## config.mk

```make
export PLATFORM = sky130hd
export DESIGN_NAME = timer_buffered_compare_pwm
export DESIGN_NICKNAME = d
export VERILOG_FILES = /design/src/timer_pwm_pkg.sv /design/src/chan_output_unit.sv /design/src/timer_buffered_compare_pwm.sv
export SDC_FILE = /design/constraint.sdc
export NUM_CORES = 1
export LEC_CHECK = 0
export BUFFER_PORTS_ARGS = -buffer_cell sky130_fd_sc_hd__buf_4
export CORE_ASPECT_RATIO = 0.9
export CORE_MARGIN = 3
export CORE_UTILIZATION = 30
export DETAILED_ROUTE_END_ITERATION = 10
export GPL_TIMING_DRIVEN = 0
export PLACE_DENSITY_LB_ADDON = 0.1
export RECOVER_POWER = 50
export SYNTH_ARGS = -nofsm -noshare
export SYNTH_HDL_FRONTEND = slang
export SYNTH_SLANG_ARGS = --single-unit
```

## constraint.sdc

```tcl
create_clock -name core_clk -period 4.95 [get_ports core_clk]
set_input_delay 0.7425 -clock core_clk [delete_from_list [all_inputs] [get_ports core_clk]]
set_output_delay 0.7425 -clock core_clk [all_outputs]
set_load 0.02 [all_outputs]
```

## src/timer_pwm_pkg.sv

```systemverilog
// Shared offsets, field positions, reset values and encodings of the compare/PWM timer
package timer_pwm_pkg;

  localparam int unsigned CNT_W      = 16;
  localparam int unsigned NUM_CH     = 4;
  localparam int unsigned PRESC_W    = 6;

  // Register byte offsets
  localparam logic [7:0] OFS_TIMER_CTRL = 8'h20;
  localparam logic [7:0] OFS_DMA_SEL    = 8'h21;
  localparam logic [7:0] OFS_CNT_HI     = 8'h22;
  localparam logic [7:0] OFS_CNT_LO     = 8'h23;
  localparam logic [7:0] OFS_MOD_HI     = 8'h24;
  localparam logic [7:0] OFS_MOD_LO     = 8'h25;
  localparam logic [7:0] OFS_CH_BASE    = 8'h26;
  localparam logic [7:0] OFS_CH_STRIDE  = 8'h03;
  localparam logic [7:0] OFS_CH_HI      = 8'h01;
  localparam logic [7:0] OFS_CH_LO      = 8'h02;

  // timer_control_status fields
  localparam int unsigned TC_FLAG_BIT = 7;
  localparam int unsigned TC_IE_BIT   = 6;
  localparam int unsigned TC_HALT_BIT = 5;
  localparam int unsigned TC_RST_BIT  = 4;
  localparam int unsigned TC_PS_LSB   = 0;
  localparam int unsigned TC_PS_W     = 3;

  // chanN_control_status fields
  localparam int unsigned CC_FLAG_BIT  = 7;
  localparam int unsigned CC_IE_BIT    = 6;
  localparam int unsigned CC_LINK_BIT  = 5;
  localparam int unsigned CC_UNBUF_BIT = 4;
  localparam int unsigned CC_ACT_LSB   = 2;
  localparam int unsigned CC_TOV_BIT   = 1;
  localparam int unsigned CC_MAX_BIT   = 0;

  // Reset values
  localparam logic [7:0]       TIMER_CTRL_RST = 8'h20;
  localparam logic [CNT_W-1:0] MOD_RST        = 16'hffff;
  localparam logic [7:0]       CH_CTRL_RST    = 8'h00;
  localparam logic [CNT_W-1:0] CH_VAL_RST     = 16'h0000;

  // Prescaler code that selects the external clock pin
  localparam logic [2:0] PS_EXT_PIN = 3'h7;

  typedef enum logic [1:0] {
    ACT_NONE   = 2'b00,
    ACT_TOGGLE = 2'b01,
    ACT_CLEAR  = 2'b10,
    ACT_SET    = 2'b11
  } compare_action_t;

  // chan_mode_select codes
  localparam logic [1:0] MODE_UNBUFFERED = 2'b01;
  localparam logic [1:0] MODE_BUFFERED   = 2'b10;

endpackage

```

## src/chan_output_unit.sv

```systemverilog
// Output-compare pin state for one timer channel
`timescale 1ns/1ps
module chan_output_unit (
  // Clock and reset
  input  wire logic                           core_clk,
  input  wire logic                           srst,
  // Events
  input  wire logic                           cmp_evt,
  input  wire logic                           ovf_evt,
  // Configuration
  input  wire logic                           enable,
  input  wire timer_pwm_pkg::compare_action_t action,
  input  wire logic                           toggle_on_overflow,
  input  wire logic                           max_duty_select,
  // Pin
  output logic                                pin_out,
  output logic                                pin_oe
);
  import timer_pwm_pkg::*;

  logic pin_state;
  logic next_pin_state;

  always_comb begin
    next_pin_state = pin_state;
    // No toggle without the overflow bit, so later set or clear compares only re-force the level
    if (ovf_evt && toggle_on_overflow) begin
      next_pin_state = ~pin_state;
    end
    if (cmp_evt) begin
      unique case (action)
        ACT_TOGGLE: next_pin_state = ~next_pin_state;
        ACT_CLEAR:  next_pin_state = 1'b0;
        ACT_SET:    next_pin_state = 1'b1;
        ACT_NONE:   next_pin_state = next_pin_state;
      endcase
    end
  end

  always_ff @(posedge core_clk) begin
    if (srst) begin
      pin_state <= 1'b0;
    end else if (enable) begin
      pin_state <= next_pin_state;
    end
  end

  always_ff @(posedge core_clk) begin
    if (srst) begin
      pin_out <= 1'b0;
      pin_oe  <= 1'b0;
    end else begin
      pin_oe  <= enable;
      pin_out <= (max_duty_select && !toggle_on_overflow) ? 1'b1 : next_pin_state;
    end
  end

endmodule

```

## src/timer_buffered_compare_pwm.sv

```systemverilog
// Four-channel 16-bit timer with buffered and unbuffered compare and PWM
//
// Added by the designer: the register offsets and the strobed register port.
`timescale 1ns/1ps
module timer_buffered_compare_pwm #(
  parameter int unsigned NUM_CHAN = 4
) (
  // Clock and reset
  input  wire logic                            core_clk,
  input  wire logic                            srst,
  // Register port
  input  wire logic [7:0]                      reg_addr,
  input  wire logic [7:0]                      reg_wdata,
  input  wire logic                            reg_wr,
  input  wire logic                            reg_rd,
  output logic      [7:0]                      reg_rdata,
  // External timer clock pin
  input  wire logic                            ext_clk_pin,
  // Channel pins
  output logic      [timer_pwm_pkg::NUM_CH-1:0] chan_pin_out,
  output logic      [timer_pwm_pkg::NUM_CH-1:0] chan_pin_oe
);
  import timer_pwm_pkg::*;

  if (NUM_CHAN != NUM_CH) begin : g_bad_chan
    $error("NUM_CHAN must equal the built channel count");
  end

  // Timer control state
  logic               overflow_flag;
  logic               ovf_armed;
  logic               overflow_ie;
  logic               counter_halt;
  logic [TC_PS_W-1:0] prescale_sel;
  logic [CNT_W-1:0]   counter_modulo_value;
  logic [CNT_W-1:0]   count;
  logic [CNT_W-1:0]   next_count;
  logic [PRESC_W-1:0] presc;
  logic [PRESC_W-1:0] presc_mask;
  logic               ext_prev;
  logic               tick;
  logic               ovf_evt;
  logic               wr_tc;
  logic               counter_reset;

  // Channel state
  logic [7:0]       chan_ctrl [NUM_CH];
  logic [CNT_W-1:0] chan_compare_value [NUM_CH];
  logic [NUM_CH-1:0] chan_flag;
  logic [NUM_CH-1:0] flag_armed;
  logic [NUM_CH-1:0] hi_written;
  logic [NUM_CH-1:0] lo_written;
  logic [NUM_CH-1:0] pair_done;
  logic [NUM_CH-1:0] cmp_evt;
  logic [NUM_CH-1:0] chan_enable;
  logic [NUM_CH-1:0] ctrl_hit;
  logic [NUM_CH-1:0] hi_hit;
  logic [NUM_CH-1:0] lo_hit;
  logic [1:0]        pair_linked;
  logic [1:0]        upper_active;
  logic [1:0]        upper_last;

  assign wr_tc         = reg_wr && (reg_addr == OFS_TIMER_CTRL);
  assign counter_reset = wr_tc && reg_wdata[TC_RST_BIT];

  // Prescaler: tap N below 7 fires once every 2**N core clocks; code 7 follows the external pin
  assign presc_mask = PRESC_W'((7'h01 << prescale_sel) - 7'h01);
  assign tick = !counter_halt && ((prescale_sel == PS_EXT_PIN) ?
                (ext_clk_pin && !ext_prev) : ((presc & presc_mask) == presc_mask));
  assign next_count = (count == counter_modulo_value) ? '0 : count + 16'h0001;
  assign ovf_evt    = tick && (count == counter_modulo_value);

  always_ff @(posedge core_clk) begin
    if (srst) begin
      ext_prev <= 1'b0;
    end else begin
      ext_prev <= ext_clk_pin;
    end
  end

  always_ff @(posedge core_clk) begin
    if (srst) begin
      presc <= '0;
      count <= '0;
    end else if (counter_reset) begin
      presc <= '0;
      count <= '0;
    end else begin
      if (!counter_halt) begin
        presc <= presc + 6'h01;
      end
      if (tick) begin
        count <= next_count;
      end
    end
  end

  always_ff @(posedge core_clk) begin
    if (srst) begin
      overflow_ie  <= TIMER_CTRL_RST[TC_IE_BIT];
      counter_halt <= TIMER_CTRL_RST[TC_HALT_BIT];
      prescale_sel <= TIMER_CTRL_RST[TC_PS_LSB +: TC_PS_W];
    end else if (wr_tc) begin
      overflow_ie  <= reg_wdata[TC_IE_BIT];
      counter_halt <= reg_wdata[TC_HALT_BIT];
      prescale_sel <= reg_wdata[TC_PS_LSB +: TC_PS_W];
    end
  end

  // Flag clears only by read-while-set then write 0; a fresh overflow wins
  always_ff @(posedge core_clk) begin
    if (srst) begin
      overflow_flag <= 1'b0;
      ovf_armed     <= 1'b0;
    end else if (ovf_evt) begin
      overflow_flag <= 1'b1;
      ovf_armed     <= 1'b0;
    end else if (wr_tc && !reg_wdata[TC_FLAG_BIT] && ovf_armed) begin
      overflow_flag <= 1'b0;
      ovf_armed     <= 1'b0;
    end else if (reg_rd && reg_addr == OFS_TIMER_CTRL && overflow_flag) begin
      ovf_armed <= 1'b1;
    end
  end

  always_ff @(posedge core_clk) begin
    if (srst) begin
      counter_modulo_value <= MOD_RST;
    end else if (reg_wr && reg_addr == OFS_MOD_HI) begin
      counter_modulo_value[15:8] <= reg_wdata;
    end else if (reg_wr && reg_addr == OFS_MOD_LO) begin
      counter_modulo_value[7:0] <= reg_wdata;
    end
  end

  // Pair linking and overflow-synchronised handover
  for (genvar p = 0; p < 2; p++) begin : g_pair
    assign pair_linked[p] = chan_ctrl[2*p][CC_LINK_BIT];

    always_ff @(posedge core_clk) begin
      if (srst || !pair_linked[p]) begin
        upper_active[p] <= 1'b0;
        upper_last[p]   <= 1'b0;
      end else begin
        if (pair_done[2*p+1]) begin
          upper_last[p] <= 1'b1;
        end else if (pair_done[2*p]) begin
          upper_last[p] <= 1'b0;
        end
        if (ovf_evt) begin
          // Switch only at period start, never mid-period
          upper_active[p] <= pair_done[2*p+1] ? 1'b1 :
                             pair_done[2*p] ? 1'b0 : upper_last[p];
        end
      end
    end
  end

  for (genvar i = 0; i < NUM_CH; i++) begin : g_chan
    localparam logic [7:0] CTRL_OFS = 8'(OFS_CH_BASE + OFS_CH_STRIDE * i);
    localparam bit         IS_UPPER = (i % 2) == 1;
    logic [CNT_W-1:0]      governing_value;
    logic [1:0]            mode_bits;

    assign ctrl_hit[i] = (reg_addr == CTRL_OFS);
    assign hi_hit[i]   = (reg_addr == 8'(CTRL_OFS + OFS_CH_HI));
    assign lo_hit[i]   = (reg_addr == 8'(CTRL_OFS + OFS_CH_LO));
    assign mode_bits   = {chan_ctrl[i][CC_LINK_BIT], chan_ctrl[i][CC_UNBUF_BIT]};

    if (IS_UPPER) begin : g_upper
      // Linked upper channel: control ignored, pin handed back
      assign chan_enable[i] = !pair_linked[i/2] && (mode_bits == MODE_UNBUFFERED) &&
                              (chan_ctrl[i][CC_ACT_LSB +: 2] != ACT_NONE);
      assign governing_value = chan_compare_value[i];
    end else begin : g_lower
      // Link bit overrides the unbuffered bit
      assign chan_enable[i] = (pair_linked[i/2] || mode_bits == MODE_UNBUFFERED) &&
                              (chan_ctrl[i][CC_ACT_LSB +: 2] != ACT_NONE);
      assign governing_value = (pair_linked[i/2] && upper_active[i/2]) ?
                               chan_compare_value[i+1] : chan_compare_value[i];
    end

    // Match only on reaching the value; a value already passed waits a period
    assign cmp_evt[i] = chan_enable[i] && tick && (next_count == governing_value);

    always_ff @(posedge core_clk) begin
      if (srst) begin
        chan_ctrl[i] <= CH_CTRL_RST;
      end else if (reg_wr && ctrl_hit[i]) begin
        chan_ctrl[i] <= {1'b0, reg_wdata[6], IS_UPPER ? 1'b0 : reg_wdata[5], reg_wdata[4:0]};
      end
    end

    always_ff @(posedge core_clk) begin
      if (srst) begin
        chan_compare_value[i] <= CH_VAL_RST;
      end else if (reg_wr && hi_hit[i]) begin
        chan_compare_value[i][15:8] <= reg_wdata;
      end else if (reg_wr && lo_hit[i]) begin
        chan_compare_value[i][7:0] <= reg_wdata;
      end
    end

    // Both bytes since the last handover make the pair count as written
    assign pair_done[i] = (hi_written[i] || (reg_wr && hi_hit[i])) &&
                          (lo_written[i] || (reg_wr && lo_hit[i]));
    always_ff @(posedge core_clk) begin
      if (srst || ovf_evt || pair_done[i]) begin
        hi_written[i] <= 1'b0;
        lo_written[i] <= 1'b0;
      end else begin
        hi_written[i] <= hi_written[i] || (reg_wr && hi_hit[i]);
        lo_written[i] <= lo_written[i] || (reg_wr && lo_hit[i]);
      end
    end

    always_ff @(posedge core_clk) begin
      if (srst) begin
        chan_flag[i]  <= 1'b0;
        flag_armed[i] <= 1'b0;
      end else if (cmp_evt[i]) begin
        chan_flag[i]  <= 1'b1;
        flag_armed[i] <= 1'b0;
      end else if (reg_wr && ctrl_hit[i] && !reg_wdata[CC_FLAG_BIT] && flag_armed[i]) begin
        chan_flag[i]  <= 1'b0;
        flag_armed[i] <= 1'b0;
      end else if (reg_rd && ctrl_hit[i] && chan_flag[i]) begin
        flag_armed[i] <= 1'b1;
      end
    end

    chan_output_unit u_out (
      .core_clk           (core_clk),
      .srst               (srst),
      .cmp_evt            (cmp_evt[i]),
      .ovf_evt            (ovf_evt && chan_enable[i]),
      .enable             (chan_enable[i]),
      .action             (compare_action_t'(chan_ctrl[i][CC_ACT_LSB +: 2])),
      .toggle_on_overflow (chan_ctrl[i][CC_TOV_BIT]),
      .max_duty_select    (chan_ctrl[i][CC_MAX_BIT]),
      .pin_out            (chan_pin_out[i]),
      .pin_oe             (chan_pin_oe[i])
    );
  end

  // Read data valid only in the cycle after the strobe
  always_ff @(posedge core_clk) begin
    if (srst || !reg_rd) begin
      reg_rdata <= 8'h00;
    end else begin
      reg_rdata <= 8'h00;
      unique case (reg_addr)
        OFS_TIMER_CTRL: reg_rdata <= {overflow_flag, overflow_ie, counter_halt, 2'b00,
                                      prescale_sel};
        OFS_CNT_HI:     reg_rdata <= count[15:8];
        OFS_CNT_LO:     reg_rdata <= count[7:0];
        OFS_MOD_HI:     reg_rdata <= counter_modulo_value[15:8];
        OFS_MOD_LO:     reg_rdata <= counter_modulo_value[7:0];
        default: begin
          for (int k = 0; k < NUM_CH; k++) begin
            if (ctrl_hit[k]) begin
              reg_rdata <= {chan_flag[k], chan_ctrl[k][6:0]};
            end else if (hi_hit[k]) begin
              reg_rdata <= chan_compare_value[k][15:8];
            end else if (lo_hit[k]) begin
              reg_rdata <= chan_compare_value[k][7:0];
            end
          end
        end
      endcase
    end
  end
endmodule

```

**Word-level counts from Yosys, hierarchy flattened**

Memories as Yosys holds them, arrays and structs flattened.
Cells that the tools add are included.

- Add/sub/neg operators: 3
- Multiplexer cells: 101
- $lt $le $gt $ge: 0
- Shift operators: 1
- Divide/modulo/power cells: 0
- Bitwise operators: 22
- Multipliers: 0
- Equality and inequality tests: 40
- Reductions and logical operators: 119

Operators by type and width:

| kind | count |
|---|---|
| $mux W8 | 20 |
| $eq A8 B6 Y1 const B | 17 |
| $eq A16 B16 Y1 | 5 |
| $logic_and A1 B1 Y1 | 71 |
| $mux W1 | 69 |
| $mux W16 | 3 |
| $pmux W8 S5 | 1 |
| $mux W7 | 4 |
| $logic_or A1 B1 Y1 | 18 |
| $reduce_bool A2 Y1 | 9 |
| $add A16 B1 Y16 const B | 1 |
| $eq A2 B1 Y1 const B | 8 |
| $eq A2 B2 Y1 const B | 8 |
| $pmux W1 S4 | 4 |
| $reduce_or A3 Y1 | 5 |
| $or A1 B1 Y1 | 12 |
| $logic_not A1 Y1 | 10 |
| $not A1 Y1 | 9 |
| $logic_not A2 Y1 | 4 |
| $add A6 B1 Y6 const B | 1 |
| $and A6 B6 Y6 | 1 |
| $eq A6 B6 Y1 | 1 |
| $shl A1 B3 Y6 const A | 1 |
| $sub A6 B1 Y6 const B | 1 |
| 3 further kinds | 3 |

- Memories: 2
- Input bits: 21
- Output and inout port bits: 16
- Bits in latches: 0
- Bits in registers: 86
- Bits in read-only memories: 0
- Memory bits (writable): 92

Memory list:

| memory | words | bits a word | rd ports | clocked after Yosys merged registers in | write ports | line | text |
|---|---|---|---|---|---|---|---|
| chan_compare_value | 4 | 16 | 4 | 0 | 4 | timer_buffered_compare_pwm.sv:48 | `logic [CNT_W-1:0] chan_compare_value [NUM_CH];` |
| chan_ctrl | 4 | 7 | 4 | 0 | 4 | timer_buffered_compare_pwm.sv:47 | `logic [7:0] chan_ctrl [NUM_CH];` |

**Longest topological paths before layout**

- Depth after elaboration: 14
- Depth in mapped cells: 13
- Gate-level depth less buffers: 10

**Cells and area by module**

A second synthesis with hierarchy kept.

- Cell total of the unflattened synthesis: 1203
- Area total of the unflattened synthesis: 10939.2 sq um

Modules (own cells, without submodules):

| module | area each (sq um) | cells an instance | times used |
|---|---|---|---|
| timer_buffered_compare_pwm | 10338.7 | 1143 | 1 |
| chan_output_unit | 150.1 | 15 | 4 |

**Worst setup path after synthesis**

Ideal clock, no wire load.

- Path kind: input to register
- Start point: in reg_addr[4]
- End point: reg reg_rdata[2]
- Path buffers: 1
- Stages on the path: 10
- Library setup time: 0.091 ns
- Path slack: 1.811 ns
- Arrival: 3.048 ns
- Data required time: 4.859 ns
- Path through: nor4b_1 > nand3b_1 > nor2_1 > clkbuf_1 > o21a_1 > a21oi_1 > o21ai_0 > a21oi_1 > o311a_1 > a311oi_1

- Cells in the longest elaborated chain, start to end: 14
- Elaborated cells on any way between the ends: 30

Ends and longest elaborated chain:

| element | line | text |
|---|---|---|
| start: declaration | timer_buffered_compare_pwm.sv:12 | `input wire logic [7:0] reg_addr,` |
| $eq A8 B6 Y1 | timer_buffered_compare_pwm.sv:167 | `assign lo_hit[i] = (reg_addr == 8'(CTRL_OFS + OFS_CH_LO));` |
| $mux W8 | timer_buffered_compare_pwm.sv:265 | `end else if (lo_hit[k]) begin` |
| $mux W8 | timer_buffered_compare_pwm.sv:263 | `end else if (hi_hit[k]) begin` |
| $mux W8 | timer_buffered_compare_pwm.sv:261 | `if (ctrl_hit[k]) begin` |
| $mux W8 | timer_buffered_compare_pwm.sv:265 |  |
| $mux W8 | timer_buffered_compare_pwm.sv:263 |  |
| $mux W8 | timer_buffered_compare_pwm.sv:261 |  |
| $mux W8 | timer_buffered_compare_pwm.sv:265 |  |
| $mux W8 | timer_buffered_compare_pwm.sv:263 |  |
| $mux W8 | timer_buffered_compare_pwm.sv:261 |  |
| $mux W8 | timer_buffered_compare_pwm.sv:265 |  |
| $mux W8 | timer_buffered_compare_pwm.sv:263 |  |
| $mux W8 | timer_buffered_compare_pwm.sv:261 |  |
| $pmux W8 S5 (*) | timer_buffered_compare_pwm.sv:252 | `unique case (reg_addr)` |
| end signal: assignment | timer_buffered_compare_pwm.sv:253 | `OFS_TIMER_CTRL: reg_rdata <= {overflow_flag, overflow_ie, counter_halt, 2'b00,` |
| end signal: assignment | timer_buffered_compare_pwm.sv:262 | `reg_rdata <= {chan_flag[k], chan_ctrl[k][6:0]};` |
| end signal: assignment | timer_buffered_compare_pwm.sv:264 | `reg_rdata <= chan_compare_value[k][15:8];` |
| end: declaration | timer_buffered_compare_pwm.sv:16 | `output logic [7:0] reg_rdata,` |

Every way passes the cells marked *; elsewhere a longest branch is shown, timed or not.
A chain may end at the register's enable or synchronous reset.

**Worst setup path after layout**

- Start point: reg count[14]
- End point: reg g_chan[2].u_out.pin_out

- Cells in the longest elaborated chain, start to end: 9
- Elaborated cells on any way between the ends: 13

Ends and longest elaborated chain:

| element | line | text |
|---|---|---|
| start: declaration | timer_buffered_compare_pwm.sv:36 | `logic [CNT_W-1:0] count;` |
| start signal: assignment | timer_buffered_compare_pwm.sv:93 | `count <= next_count;` |
| parallel branches: the longest is 7 deep, another holds $add A16 B1 Y16 | n/a |  |
| $mux W1 (*) | chan_output_unit.sv:30 | `if (cmp_evt) begin` |
| $mux W1 (*) | chan_output_unit.sv:54 | `pin_out <= (max_duty_select && !toggle_on_overflow) ? 1'b1 : next_pin_state;` |
| end signal: assignment | chan_output_unit.sv:54 |  |
| end: declaration | chan_output_unit.sv:16 | `output logic pin_out,` |

Every way passes the cells marked *.

==> flow_metrics.env <==
export IMPL_period_minus_slack_ps=4433
export IMPL_multi_input_area_mm2=0.006138
export IMPL_synth_top_area_cell="edfxtp_1"
export IMPL_slew_viol_final=0
export IMPL_clockBufferDepth=2
export IMPL_fin_area_mm2=0.01242
export IMPL_synth_top_area_share_pct=24.45
export IMPL_netlist_area_mm2=0.01106
export IMPL_cts_sinks=176
export IMPL_vias=10419
export IMPL_synth_fp_nets=1245
export IMPL_die_y_um=188.1
export IMPL_syn_area_per_cell_um2=9.047
export IMPL_antenna_found_initial=4
export IMPL_fmax_mhz=225.6
export IMPL_numPortBuffers=34
export IMPL_setup_worst_path_start_class="flip-flop"
export IMPL_hold_viol_final=0
export IMPL_cts_root_buf="clkbuf_16"
export IMPL_synthFlopType="edfxtp_1"
export IMPL_numCtsBuffers=17
export IMPL_relSlewSlack_pct=18.49
export IMPL_synth_distinct_cells=84
export IMPL_grt_max_degree=19
export IMPL_die_area_mm2=0.03919
export IMPL_timing_max_cap_violations=0
export IMPL_cts_tree="done"
export IMPL_cts_hold_fix_buffers=0
export IMPL_synthTopCellsByCount="and3_1 (111), nor2_1 (99), edfxtp_1 (90)"
export IMPL_cts_setup_buffers=0
export IMPL_ys_top_cells_by_area="edfxtp_1 (24%), dfxtp_1 (16%), and3_1 (6.3%)"
export IMPL_outcome="finished clean"
export IMPL_clkTransAtPathRegs_ps=80
export IMPL_yosysWarnings=0
export IMPL_dpl_cell_area_mm2=0.01192
export IMPL_p_per_area_mw_per_mm2=264.3
export IMPL_vias_per_cell=5.903
export IMPL_wire_per_inst_um=28.44
export IMPL_dr_pass1_iters=8
export IMPL_die_w_um=208.4
export IMPL_clkLatencyLatePin_ps=460
export IMPL_hold_path_class="reg -> reg"
export IMPL_critical_path_class="reg -> reg"
export IMPL_crit_required_ps=5330
export IMPL_crit_arrival_ps=4810
export IMPL_grt_use_total_pct=25.24
export IMPL_cts_resized_gates=0
export IMPL_drive_above_1_share_pct=7.531
export IMPL_setup_violations=0
export IMPL_drtIter0Drc=1283
export IMPL_seqCellArea_mm2=0.004424
export IMPL_fin_nets=1298
export IMPL_dpl_hpwl_um=38170
export IMPL_peakVddDrop_mv=0.1863
export IMPL_end_kind="flip-flop"
export IMPL_instances_no_fill=1765
export IMPL_fp_coreArea_mm2=0.03625
export IMPL_fillers=3845
export IMPL_total_leakage_power_nw=4.588
export IMPL_synthCells=1222
export IMPL_ys_seq_elements=176
export IMPL_synth_most_common_cell="and3_1"
export IMPL_cp_max_fo=9
export IMPL_h_tree_depth=4
export IMPL_async_reset_ff_share_pct=0
export IMPL_grt_pass1_vias=9944
export IMPL_io_pins=37
export IMPL_place_congestion=0.9260
export IMPL_rows=66
export IMPL_finalSetupTns_ps=0
export IMPL_wirelength_um=50200
export IMPL_ant_nets=0
export IMPL_clock_skew_ps=12.89
export IMPL_rsz0062_at_grt="no"
export IMPL_synth_edf_count=90
export IMPL_initial_core_util_pct=30.50
export IMPL_synth_seq_area_share_pct=40.02
export IMPL_dpl_cell_count=1732
export IMPL_drc_errors=0
export IMPL_overflow=0
export IMPL_period_share_pct=89.57
export IMPL_syn_to_final_growth_pct=12.34
export IMPL_tightest_slew_ps=1213
export IMPL_grt_first_pass_wirelength_um=72260
flip-flops by register name, indices dropped and copies added (netlist names):
| signal | cells |
|---|---|
| chan_compare_value | 64 |
| chan_ctrl | 26 |
| chan_flag | 4 |
| count | 16 |
| counter_halt | 1 |
| counter_modulo_value | 16 |
| ext_prev | 1 |
| flag_armed | 4 |
| g_chan.u_out.pin_oe | 4 |
| g_chan.u_out.pin_out | 4 |
| g_chan.u_out.pin_state | 4 |
| hi_written | 4 |
| lo_written | 4 |
| overflow_flag | 1 |
| overflow_ie | 1 |
| ovf_armed | 1 |
| presc | 6 |
| prescale_sel | 3 |
| reg_rdata | 8 |
| upper_active | 2 |
| upper_last | 2 |
metrics by stage:
stage          total power (W)  worst slack, ps  utilization (%)  hold WS (ps)
3_3_place_gp          0.001945            447.3            32.84         447.1
5_1_grt               0.003373            273.7            34.25         507.0
4_1_cts               0.003296            522.2            34.44         457.0
2_1_floorplan         0.001786             1811                -         435.7
3_5_place_dp          0.001945            554.5            32.87         447.7
6_report              0.003282            516.5            34.26         457.2
cell usage in the layout, fill, tap and decap left out, types with 13 or more instances in the layout:
master       n
and3_1     111
nor2_1      99
clkbuf_1    94
edfxtp_1    90
dfxtp_1     86
a21oi_1     82
nand2_1     81
o21ai_0     60
mux2i_1     36
nand3_1     34
xor2_1      34
buf_4       29
xnor2_1     28
nor3b_1     21
nand2b_1    20
a211o_1     19
nor3_1      17
clkbuf_16   17
a21o_1      15
nand4_1     14
o22ai_1     13
nor2b_1     13
and2_1      13
buf_2       13
a22oi_1     13
worst max-delay path, cell delays in order, from the launching register on:
cell	delay, ps
dfxtp_1	310
clkbuf_1	330
xor2_1	120
nor4_1	420
nand4_1	550
o21ai_1	750
xor2_1	130
or4_1	510
nor4b_2	730
o2111ai_1	270
a31oi_1	240
area by class of cell:
class                      instances  area share [%]
clock buffer                      19           3.566
timing repair buffer              34           1.511
sequential                       176           35.62
buffer                           105           3.697
tap                              476           4.795
clock inverter                    13          0.9974
antenna                            1         0.02015
inverter                          12          0.3627
multi-input combinational        929           49.43
where the power goes:
group          switching (W)  total [W]  internal (W)  leakage, nW
clock network       0.000688    0.00137      0.000678        0.276
logic               0.000183   0.000265     0.0000818         2.76
registers          0.0000754    0.00165       0.00158         1.55
path summary, 6_finish.rpt:
path / slack [ps] / start / cells past startpoint / end
setup / recovery: 520 / count[14]$_SDFFE_PP0N_ / 10 / g_chan[2].u_out.pin_out$_SDFF_PP0_
hold / removal: 460 / overflow_ie$_SDFFE_PP0P_ / 2 / overflow_ie$_SDFFE_PP0P_
setup reg to reg: 520 / count[14]$_SDFFE_PP0N_ / 10 / g_chan[2].u_out.pin_out$_SDFF_PP0_
hold reg to reg: 460 / overflow_ie$_SDFFE_PP0P_ / 2 / overflow_ie$_SDFFE_PP0P_
kinds of logic after synthesis:
logic type / synth area share [%]
buf+inv: 4.561
mux: 3.871
simple gates: 24.42
xor+xnor: 7.040
flops: 40.02
fa+ha+maj: 0.2263
compound gates: 19.86
per-layer routing:
metal / vias to the layer above / GRT usage [%] / share of wire (%)
met5: - / 0 / 0
met4: 0 / 6.611 / 2.5
met3: 70 / 3.513 / 6.7
met2: 451 / 38.30 / 43
met1: 5193 / 37.61 / 47
li1: 4705 / - / -
Power figures use the tool's default switching activity.
